[config.mk]
export PLATFORM = sky130hd
export DESIGN_NAME = bcc_top
export DESIGN_NICKNAME = d
export VERILOG_FILES = /design/src/hw/bcc_pkg.sv /design/src/hw/bcc_top.sv
export SDC_FILE = /design/constraint.sdc
export NUM_CORES = 1
export LEC_CHECK = 0
export ABC_AREA = 0
export BUFFER_PORTS_ARGS = -buffer_cell sky130_fd_sc_hd__clkbuf_2
export CAP_MARGIN = 10
export CORE_ASPECT_RATIO = 1.1
export CORE_UTILIZATION = 30
export DETAILED_ROUTE_END_ITERATION = 10
export GPL_ROUTABILITY_DRIVEN = 0
export MAX_ROUTING_LAYER = met4
export SYNTH_ARGS = -nofsm -noshare
export SYNTH_HDL_FRONTEND = slang
export SYNTH_SLANG_ARGS = --single-unit
[constraint.sdc]
create_clock -name sys_clk -period 2.9 [get_ports sys_clk]
set_input_delay 0.58 -clock sys_clk [delete_from_list [all_inputs] [get_ports sys_clk]]
set_output_delay 0.58 -clock sys_clk [all_outputs]
set_load 0.02 [all_outputs]
[src/hw/bcc_pkg.sv]
// Constants and types shared by the battery charge controller
package bcc_pkg;
  // Overview of operation
  // - Full charge begins only above upper minimum threshold, ends below lower one.
  // - Software writes a 4-bit charge current target for constant-current charging.
  // - Software writes a 6-bit charge voltage target for constant-voltage charging.
  // - A 3-bit field selects the end-of-charge current.
  // - A 4-bit field selects the largest current drawn from the source.
  // - A 3-bit field selects the source voltage treated as collapse.
  // - Charge watchdog period programmable up to 127 s, 32 s after reset.
  // - Source collapse in full charge lowers the charge current step by step.
  // - With termination on, low current in constant-voltage mode stops full charging.
  // - Source seen above precharge maximum: enable, gate, start system, record cause.
  // - Source seen between thresholds: charge and start the system at once.
  // - Source seen below upper minimum: charge, start system once battery rises.
  // - Source attached while system powered: interrupt only, no startup action.
  // - Gated charging resumes by itself once the gating cause is gone.
  // - After termination stay stopped until source reconnects or software resumes.
  // - Source attach and detach, upper threshold rise, lower threshold fall, termination and watchdog expiry raise interrupts, each maskable.
  // - Hardware runs startup charging until software writes watchdog, charge current or charge voltage set points.
  // - Hardware mode uses nonvolatile watchdog period, full charge the register.
  localparam int unsigned CLK_HZ = 125_000_000;
  localparam int unsigned SEC_S = 1;
  localparam int unsigned SEC_CYCLES = CLK_HZ * SEC_S;
  localparam int unsigned STEP_MS = 1;
  localparam int unsigned STEP_CYCLES = CLK_HZ / 1000 * STEP_MS;
  localparam logic [6:0] WD_MAX_S = 7'h7F;
  localparam logic [6:0] WD_RST_S = 7'h20;
  // Register byte offsets
  localparam logic [5:0] OFS_CTRL = 6'h00;
  localparam logic [5:0] OFS_ICHRG = 6'h04;
  localparam logic [5:0] OFS_VREG = 6'h08;
  localparam logic [5:0] OFS_ITERM = 6'h0C;
  localparam logic [5:0] OFS_ILIM = 6'h10;
  localparam logic [5:0] OFS_COLL = 6'h14;
  localparam logic [5:0] OFS_WDOG = 6'h18;
  localparam logic [5:0] OFS_STAT = 6'h1C;
  localparam logic [5:0] OFS_IRQ_ST = 6'h20;
  localparam logic [5:0] OFS_IRQ_MSK = 6'h24;
  localparam logic [5:0] OFS_CAUSE = 6'h28;
  // Reset values
  localparam logic [3:0] RST_ICHRG = 4'h0;
  localparam logic [5:0] RST_VREG = 6'h00;
  localparam logic [2:0] RST_ITERM = 3'h0;
  localparam logic [3:0] RST_ILIM = 4'h0;
  localparam logic [2:0] RST_COLL = 3'h0;
  localparam logic RST_TERM_EN = 1'h1;
  // Control register bits
  localparam int unsigned CTRL_RESUME = 0;
  localparam int unsigned CTRL_TERM_EN = 1;
  // Comparator vector positions
  localparam int unsigned NCMP = 9;
  localparam int unsigned C_VBUS = 0;
  localparam int unsigned C_EXT = 1;
  localparam int unsigned C_HI = 2;
  localparam int unsigned C_LO = 3;
  localparam int unsigned C_PRCH = 4;
  localparam int unsigned C_COLL = 5;
  localparam int unsigned C_CV = 6;
  localparam int unsigned C_TERM = 7;
  localparam int unsigned C_PWR = 8;
  // Interrupt status bits
  localparam int unsigned NIRQ = 6;
  localparam int unsigned I_ATT = 0;
  localparam int unsigned I_DET = 1;
  localparam int unsigned I_TERM = 2;
  localparam int unsigned I_WDOG = 3;
  localparam int unsigned I_HI = 4;
  localparam int unsigned I_LO = 5;
  // Startup cause codes
  localparam logic [1:0] CAUSE_NONE = 2'h0;
  localparam logic [1:0] CAUSE_GATED = 2'h1;
  localparam logic [1:0] CAUSE_DIRECT = 2'h2;
  localparam logic [1:0] CAUSE_DEFER = 2'h3;
  typedef enum logic [1:0] {CS_IDLE, CS_HW, CS_FULL, CS_DONE} bcc_state_t;
endpackage

[src/hw/bcc_top.sv]
// Battery charge controller: state machine, watchdog, registers, interrupts
`timescale 1ns/1ns
module bcc_top
  import bcc_pkg::*;
#(
  parameter int unsigned SEC_CYC = SEC_CYCLES,
  parameter int unsigned STEP_CYC = STEP_CYCLES
) (
  // Clock and reset
  input wire logic sys_clk,
  input wire logic arst_n,
  // Avalon-MM slave
  input wire logic [5:0] avs_address,
  input wire logic avs_read,
  input wire logic avs_write,
  input wire logic [31:0] avs_writedata,
  output logic [31:0] avs_readdata,
  output logic avs_waitrequest,
  // Analog comparators and status inputs
  input wire logic vbus_det,
  input wire logic external_charger_supply,
  input wire logic battery_min_upper_threshold,
  input wire logic battery_min_lower_threshold,
  input wire logic precharge_max_voltage,
  input wire logic source_collapsed,
  input wire logic cv_mode,
  input wire logic current_below_term,
  input wire logic system_powered,
  // Nonvolatile watchdog default
  input wire logic [6:0] nv_wd_period,
  // Charger control
  output logic charge_enable,
  output logic charge_gated,
  output logic system_startup,
  output logic [3:0] charge_current_setpoint,
  output logic [5:0] charge_voltage_setpoint,
  output logic [2:0] end_of_charge_current_setpoint,
  output logic [3:0] input_current_limit,
  output logic [2:0] input_collapse_voltage,
  // Interrupt
  output logic irq
);

  function automatic logic hit(input logic [5:0] a, input logic [5:0] ofs);
    hit = (a == ofs);
  endfunction

  logic [NCMP-1:0] raw, s1_r, s2_r, s3_r, cmp_r, cmp_d_r, rise, fall;
  logic wait_r, wr, term_en_r, resume, takeover, wd_wr;
  logic [31:0] rdata_r;
  logic [3:0] ich_r, ilim_r, cur_r;
  logic [5:0] vreg_r;
  logic [2:0] iterm_r, coll_r;
  logic [6:0] wd_r, nv_r, wd_cnt_r;
  logic nv_ok_r;
  logic [NIRQ-1:0] ist_r, imsk_r, iev;
  logic [1:0] cause_r;
  bcc_state_t st_r, st_d_r;
  logic src, src_d, attach, detach, pend_r, start_r, chg_r, gate_r, irq_r;
  logic [16:0] step_cnt_r;
  logic step_tick;
  logic [26:0] sec_cnt_r;
  logic sec_tick, wd_load, wd_exp_r, term_hit, wd_wr_d_r;

  // Three-stage synchroniser; accept a level once stages two and three agree
  assign raw = {system_powered, current_below_term, cv_mode, source_collapsed,
                precharge_max_voltage, battery_min_lower_threshold,
                battery_min_upper_threshold, external_charger_supply, vbus_det};
  always_ff @(posedge sys_clk or negedge arst_n) begin
    if (!arst_n) begin
      s1_r <= '0;
      s2_r <= '0;
      s3_r <= '0;
      cmp_r <= '0;
      cmp_d_r <= '0;
    end else begin
      s1_r <= raw;
      s2_r <= s1_r;
      s3_r <= s2_r;
      cmp_r <= (cmp_r & (s2_r ^ s3_r)) | (s3_r & ~(s2_r ^ s3_r));
      cmp_d_r <= cmp_r;
    end
  end
  assign rise = cmp_r & ~cmp_d_r;
  assign fall = ~cmp_r & cmp_d_r;
  assign src = cmp_r[C_VBUS] | cmp_r[C_EXT];
  assign src_d = cmp_d_r[C_VBUS] | cmp_d_r[C_EXT];
  assign attach = src & ~src_d;
  assign detach = ~src & src_d;

  // Bus handshake: one wait cycle, then a single low cycle
  always_ff @(posedge sys_clk or negedge arst_n) begin
    if (!arst_n) begin
      wait_r <= 1'h1;
    end else begin
      wait_r <= !(wait_r && (avs_read || avs_write));
    end
  end
  assign wr = avs_write && !wait_r;
  assign resume = wr && hit(avs_address, OFS_CTRL) && avs_writedata[CTRL_RESUME];
  assign wd_wr = wr && hit(avs_address, OFS_WDOG);
  assign takeover = wd_wr || (wr && (hit(avs_address, OFS_ICHRG) ||
                    hit(avs_address, OFS_VREG)));

  always_ff @(posedge sys_clk or negedge arst_n) begin
    if (!arst_n) begin
      rdata_r <= '0;
    end else if (avs_read && wait_r) begin
      unique case (avs_address)
        OFS_CTRL: rdata_r <= {30'h0, term_en_r, 1'h0};
        OFS_ICHRG: rdata_r <= {28'h0, ich_r};
        OFS_VREG: rdata_r <= {26'h0, vreg_r};
        OFS_ITERM: rdata_r <= {29'h0, iterm_r};
        OFS_ILIM: rdata_r <= {28'h0, ilim_r};
        OFS_COLL: rdata_r <= {29'h0, coll_r};
        OFS_WDOG: rdata_r <= {25'h0, wd_r};
        OFS_STAT: rdata_r <= {11'h0, wd_cnt_r, cmp_r, gate_r, chg_r, pend_r, st_r};
        OFS_IRQ_ST: rdata_r <= {26'h0, ist_r};
        OFS_IRQ_MSK: rdata_r <= {26'h0, imsk_r};
        OFS_CAUSE: rdata_r <= {30'h0, cause_r};
        default: rdata_r <= '0;
      endcase
    end
  end

  // Set points and control written by software
  always_ff @(posedge sys_clk or negedge arst_n) begin
    if (!arst_n) begin
      term_en_r <= RST_TERM_EN;
      ich_r <= RST_ICHRG;
      vreg_r <= RST_VREG;
      iterm_r <= RST_ITERM;
      ilim_r <= RST_ILIM;
      coll_r <= RST_COLL;
      wd_r <= WD_RST_S;
      imsk_r <= '0;
    end else if (wr) begin
      unique case (avs_address)
        OFS_CTRL: term_en_r <= avs_writedata[CTRL_TERM_EN];
        OFS_ICHRG: ich_r <= avs_writedata[3:0];
        OFS_VREG: vreg_r <= avs_writedata[5:0];
        OFS_ITERM: iterm_r <= avs_writedata[2:0];
        OFS_ILIM: ilim_r <= avs_writedata[3:0];
        OFS_COLL: coll_r <= avs_writedata[2:0];
        OFS_WDOG: wd_r <= (avs_writedata[6:0] > WD_MAX_S) ? WD_MAX_S : avs_writedata[6:0];
        OFS_IRQ_MSK: imsk_r <= avs_writedata[NIRQ-1:0];
        default: ;
      endcase
    end
  end

  // Nonvolatile watchdog default caught after reset release
  always_ff @(posedge sys_clk or negedge arst_n) begin
    if (!arst_n) begin
      nv_ok_r <= 1'h0;
      nv_r <= WD_RST_S;
    end else if (!nv_ok_r) begin
      nv_ok_r <= 1'h1;
      nv_r <= nv_wd_period;
    end
  end

  // Charge state machine
  assign term_hit = term_en_r && cmp_r[C_CV] && cmp_r[C_TERM];
  always_ff @(posedge sys_clk or negedge arst_n) begin
    if (!arst_n) begin
      st_r <= CS_IDLE;
    end else if (detach && !src) begin
      st_r <= CS_IDLE;
    end else begin
      unique case (st_r)
        CS_IDLE: begin
          if (attach && !cmp_r[C_PWR]) st_r <= CS_HW;
          else if (resume && src && cmp_r[C_HI]) st_r <= CS_FULL;
        end
        CS_HW: begin
          if (takeover && cmp_r[C_HI]) st_r <= CS_FULL;
        end
        CS_FULL: begin
          if (!cmp_r[C_LO]) st_r <= CS_IDLE;
          else if (term_hit) st_r <= CS_DONE;
          else if (wd_exp_r) st_r <= CS_HW;
        end
        CS_DONE: begin
          if (resume && cmp_r[C_HI]) st_r <= CS_FULL;
        end
      endcase
    end
  end

  // Startup request, cause and deferred start
  always_ff @(posedge sys_clk or negedge arst_n) begin
    if (!arst_n) begin
      start_r <= 1'h0;
      pend_r <= 1'h0;
      cause_r <= CAUSE_NONE;
    end else begin
      start_r <= 1'h0;
      if (attach && st_r == CS_IDLE && !cmp_r[C_PWR]) begin
        if (cmp_r[C_HI]) start_r <= 1'h1;
        else pend_r <= 1'h1;
        if (cmp_r[C_PRCH]) cause_r <= CAUSE_GATED;
        else if (cmp_r[C_HI]) cause_r <= CAUSE_DIRECT;
        else cause_r <= CAUSE_DEFER;
      end else if (pend_r && (detach || cmp_r[C_PWR])) begin
        pend_r <= 1'h0;
      end else if (pend_r && cmp_r[C_HI]) begin
        pend_r <= 1'h0;
        start_r <= 1'h1;
      end
    end
  end

  // Charge enable and gating levels
  always_ff @(posedge sys_clk or negedge arst_n) begin
    if (!arst_n) begin
      chg_r <= 1'h0;
      gate_r <= 1'h0;
      st_d_r <= CS_IDLE;
    end else begin
      chg_r <= (st_r == CS_HW) || (st_r == CS_FULL);
      gate_r <= (st_r == CS_HW) && cmp_r[C_PRCH];
      st_d_r <= st_r;
    end
  end

  // Collapse current reduction, one step per tick
  assign step_tick = (step_cnt_r == 17'(STEP_CYC - 1));
  always_ff @(posedge sys_clk or negedge arst_n) begin
    if (!arst_n) begin
      step_cnt_r <= '0;
      cur_r <= RST_ICHRG;
    end else begin
      step_cnt_r <= step_tick ? '0 : step_cnt_r + 17'h1;
      if (st_r != CS_FULL || cur_r > ich_r) begin
        cur_r <= ich_r;
      end else if (step_tick) begin
        if (cmp_r[C_COLL] && cur_r != 4'h0) cur_r <= cur_r - 4'h1;
        else if (!cmp_r[C_COLL] && cur_r < ich_r) cur_r <= cur_r + 4'h1;
      end
    end
  end

  // Charge watchdog in seconds
  assign sec_tick = (sec_cnt_r == 27'(SEC_CYC - 1));
  // Reload a cycle after a period write so the new period is taken
  assign wd_load = (st_r != st_d_r) || wd_wr_d_r;
  always_ff @(posedge sys_clk or negedge arst_n) begin
    if (!arst_n) begin
      sec_cnt_r <= '0;
      wd_cnt_r <= WD_RST_S;
      wd_exp_r <= 1'h0;
      wd_wr_d_r <= 1'h0;
    end else begin
      wd_exp_r <= 1'h0;
      wd_wr_d_r <= wd_wr;
      if (wd_load) begin
        sec_cnt_r <= '0;
        wd_cnt_r <= (st_r == CS_FULL) ? wd_r : nv_r;
      end else if (st_r == CS_HW || st_r == CS_FULL) begin
        sec_cnt_r <= sec_tick ? '0 : sec_cnt_r + 27'h1;
        if (sec_tick && wd_cnt_r != 7'h0) begin
          wd_cnt_r <= wd_cnt_r - 7'h1;
          wd_exp_r <= (wd_cnt_r == 7'h1);
        end
      end
    end
  end

  // Sticky interrupt status, write one to clear, set wins
  always_comb begin
    iev = '0;
    iev[I_ATT] = attach;
    iev[I_DET] = detach;
    iev[I_TERM] = (st_r == CS_FULL) && term_hit && cmp_r[C_LO];
    iev[I_WDOG] = wd_exp_r;
    iev[I_HI] = rise[C_HI];
    iev[I_LO] = fall[C_LO];
  end
  always_ff @(posedge sys_clk or negedge arst_n) begin
    if (!arst_n) begin
      ist_r <= '0;
      irq_r <= 1'h0;
    end else begin
      if (wr && hit(avs_address, OFS_IRQ_ST)) ist_r <= (ist_r & ~avs_writedata[NIRQ-1:0]) | iev;
      else ist_r <= ist_r | iev;
      irq_r <= |(ist_r & ~imsk_r);
    end
  end

  assign avs_waitrequest = wait_r;
  assign avs_readdata = rdata_r;
  assign charge_enable = chg_r;
  assign charge_gated = gate_r;
  assign system_startup = start_r;
  assign charge_current_setpoint = cur_r;
  assign charge_voltage_setpoint = vreg_r;
  assign end_of_charge_current_setpoint = iterm_r;
  assign input_current_limit = ilim_r;
  assign input_collapse_voltage = coll_r;
  assign irq = irq_r;
endmodule

==> key figures <==
Die
  – Die Height: 175.4 um
  – Cell Rows: 63
  – Initial Util: 30.52%
  – Num ports: 115
  – Total Die Area: 0.02801 mm2
  – Chip width: 159.7 um
  – Core Footprint: 0.02688 mm2

Placed design
  – Dpl ws: 308.3 ps
  – PortBufs: 78
  – Area of placed instances: 0.009076 mm2
  – DP HPWL: 14.45 mm

Layout
  – Fill cells: 2659
  – Share of cells above drive strength 1: 22.61%
  – Layout Utilization: 36.05%
  – Antenna cells: 0
  – Cell area after layout: 0.009689 mm2
  – NumNets Final: 889
  – Area growth syn-to-layout: 18.12%

Timing
  – Final Skew: 11.12 ps
  – Tcrit/Tclk final: 89.99%
  – Worst relative slew slack: 36.94%
  – Worst Max-Slew Pin Slew: 943.6 ps
  – Hold Violations, Final: 0
  – Final setup margin: 290.1 ps
  – RSZ-0062 raised after global routing: no
  – Setup TNS Final: 0 ps
  – Max Clk Rate: 0.3832 GHz
  – # setup viols final: 0
  – Final Max Slew Viols: 0
  – Fin crit period: 2610 ps

Pwr
  – Gate power share: 26.4%
  – Sw frac: 33.46%
  – P_sw: 2427 uW
  – Leakage: 0.004343 uW
  – Reg power frac: 40.7%
  – Internal power: 4827 uW
  – Worst vdd ir: 0.4193 mV
  – Power per cell area: 748.7 mW/mm2
  – Clk pwr share: 32.8%
  – Tot Pwr: 7255 uW

Routing
  – Pre-Repair DR Iteration Count: 4
  – Routed wire length: 20.12 mm
  – Routed vias/inst: 4.997
  – Residual DRC count: 0
  – WL met1: 10.39 mm
  – Via count: 5917
  – Iteration-0 DRC Markers: 408
  – Remaining antenna violation count after routing: 0
  – Routed wl met2: 8.740 mm
  – Wire length on met3: 743 um
  – Routed WL per cell: 16.99 um
  – Top Layer Used: met4

Worst setup path
  – Startpoint types: register
  – WP data arrival: 2910 ps
  – Crit Path Category: register to register
  – WP data required: 3200 ps
  – Slowest cell on crit path: o41ai_1
  – Slowest Stage Delay on Critical Path: 460 ps
  – Setup crit end kind: register
  – Worst Path Max Fanout: 7
  – Ordered cell list for the critical path: o41ai_1 > inv_1 > ha_1 > a21oi_1 > mux2_2 > a211o_1 > o31ai_1 > o22ai_1
  – Worst reg2reg path depth: 8

Synthesis
  – Yosys cell types: 65
  – Seq/Total Area, Yosys: 54.38%
  – Syn Area/Cell: 11.35 um2
  – Yosys warns: 0
  – Post-synth EDFFs: 0
  – Synth Register Bits: 178
  – Gate count of the mapped netlist: 723
  – Mapped cell area: 0.008203 mm2
  – Asr flop ratio synth: 100.0%
  – Ys flop type: dfrtp_1

Clock network
  – Gates resized, CTS repair: 0
  – Clk sink count: 178
  – Root Driver: clkbuf_16
  – Cts hold-fix bufs: 1
  – CTS max path bufs: 2
  – Setup Buffers After CTS: 0
  – Total CTS buffers: 17
  – CTS clk-pin slew, worst paths: 70 ps
  – H-tree levels: 4
  – Skew-Pair Late Insertion Delay: 440 ps
  – CTS tree: done

Global route
  – Gr usage total: 15.37%
  – Largest net degree at the start of global routing: 93
  – GRT Residual Overflow: 0
  – Initial antenna violation count: 0
  – Global-route wire length before repair: 32.07 mm
  – Number of global-route vias before repair: 5629

Outcome
  – Status: finished, final reports clean

Job
  – Max cap viols: 0

Hold path
  – Hold path depth: 1
  – Worst Hold Class: input pin to register
-- final timing paths --
kind	from	end	slack, ps
setup / recovery	charge_current_setpoint[0]	charge_current_setpoint[3]	290
hold / removal	precharge_max_voltage	s1_r[4]	250
setup reg to reg	charge_current_setpoint[0]	charge_current_setpoint[3]	290
hold reg to reg	s1_r[3]	s2_r[3]	350
max in group asynchronous	arst_n	avs_waitrequest	1690
min in group asynchronous	arst_n	sec_cnt_r[25]	530
-- metal layers --
layer	vias to the layer above	track usage, %
li1	2811	-
met5	-	-
met2	133	21.83
met4	0	4.327
met3	16	2.668
met1	2957	22.30
-- power by group through the flow --
stage	registers [uW]	logic (uW)	clock network, uW
final	2950	1920	2380
after global routing	2980	2120	2540
after CTS	2950	1930	2440
after detailed placement	3000	1920	0
after global placement	2990	1890	0
after floorplan	2990	1240	0
-- kinds of logic (layout without fill, tap and decap cells) --
kind of cell,Yosys count,count (layout),synth area share [%]
flip-flops,178,178,54.38
AND/OR/NAND/NOR,227,227,15.38
multiplexers,57,57,8.115
buffers and inverters,65,159,3.539
adder cells (fa/ha/maj),25,25,3.630
other,2,12,0.09155
XOR/XNOR,31,31,3.310
AO/OA/AOI/OAI,138,138,11.56
-- worst max-delay path: cells and delay by family (launching register included) --
kind                     cells  cell delay [ps]
buffers and inverters        1               90
AO/OA/AOI/OAI                5             1280
adder cells (fa/ha/maj)      1              280
multiplexers                 1              370
flip-flops                   1              450
-- placed cells by master (no fill, tap or decap), drive strengths merged, types with 15 or more instances in the layout --
master | Yosys | layout
xor2 | 17 | 17
a21oi | 19 | 19
o21ai | 30 | 30
ha | 15 | 15
inv | 30 | 35
dfrtp | 173 | 173
clkbuf | 21 | 95
nand3 | 24 | 24
nand2 | 47 | 47
a22o | 19 | 19
buf | 14 | 19
nor2 | 41 | 41
mux2 | 46 | 46
-- sequential cells by signal (all words and copies together) (netlist names), 7 cells and up, named ones only --
register / count
avs_readdata: 21
nv_r: 7
s1_r: 9
s2_r: 9
s3_r: 9
sec_cnt_r: 27
step_cnt_r: 17
wd_cnt_r: 7
wd_r: 7
-- area by class of cell --
cell class                      instances  area, um2  area share [%]
Inverter                               30      112.6           1.162
Clock buffer                           17      425.4           4.390
Sequential cell                       178       4461           46.04
Multi-Input combinational cell        490       3490           36.02
Tap cell                              357      446.7           4.610
Timing Repair Buffer                   98      576.8           5.953
Clock inverter                         14      177.7           1.834
-- cell usage after synthesis (15+ instances only) --
master,instances,area [um2]
nand3_1,24,120.1
clkbuf_1,21,78.83
nand2_1,47,176.4
xor2_1,17,148.9
ha_1,15,187.7
a21oi_1,19,95.09
o21ai_0,29,145.1
a22o_1,19,166.4
nor2_1,41,153.9
inv_1,30,112.6
mux2_2,46,518.0
dfrtp_1,173,4329
-- stage by stage --
stage               cells  hold WS, ps
CTS                  1184        231.7
floorplan             733        284.4
global route         1184        234.4
global placement     1152        332.9
finish               1184        246.6
detailed placement   1152        334.7
Note: power is estimated with default switching activity, not from simulation.
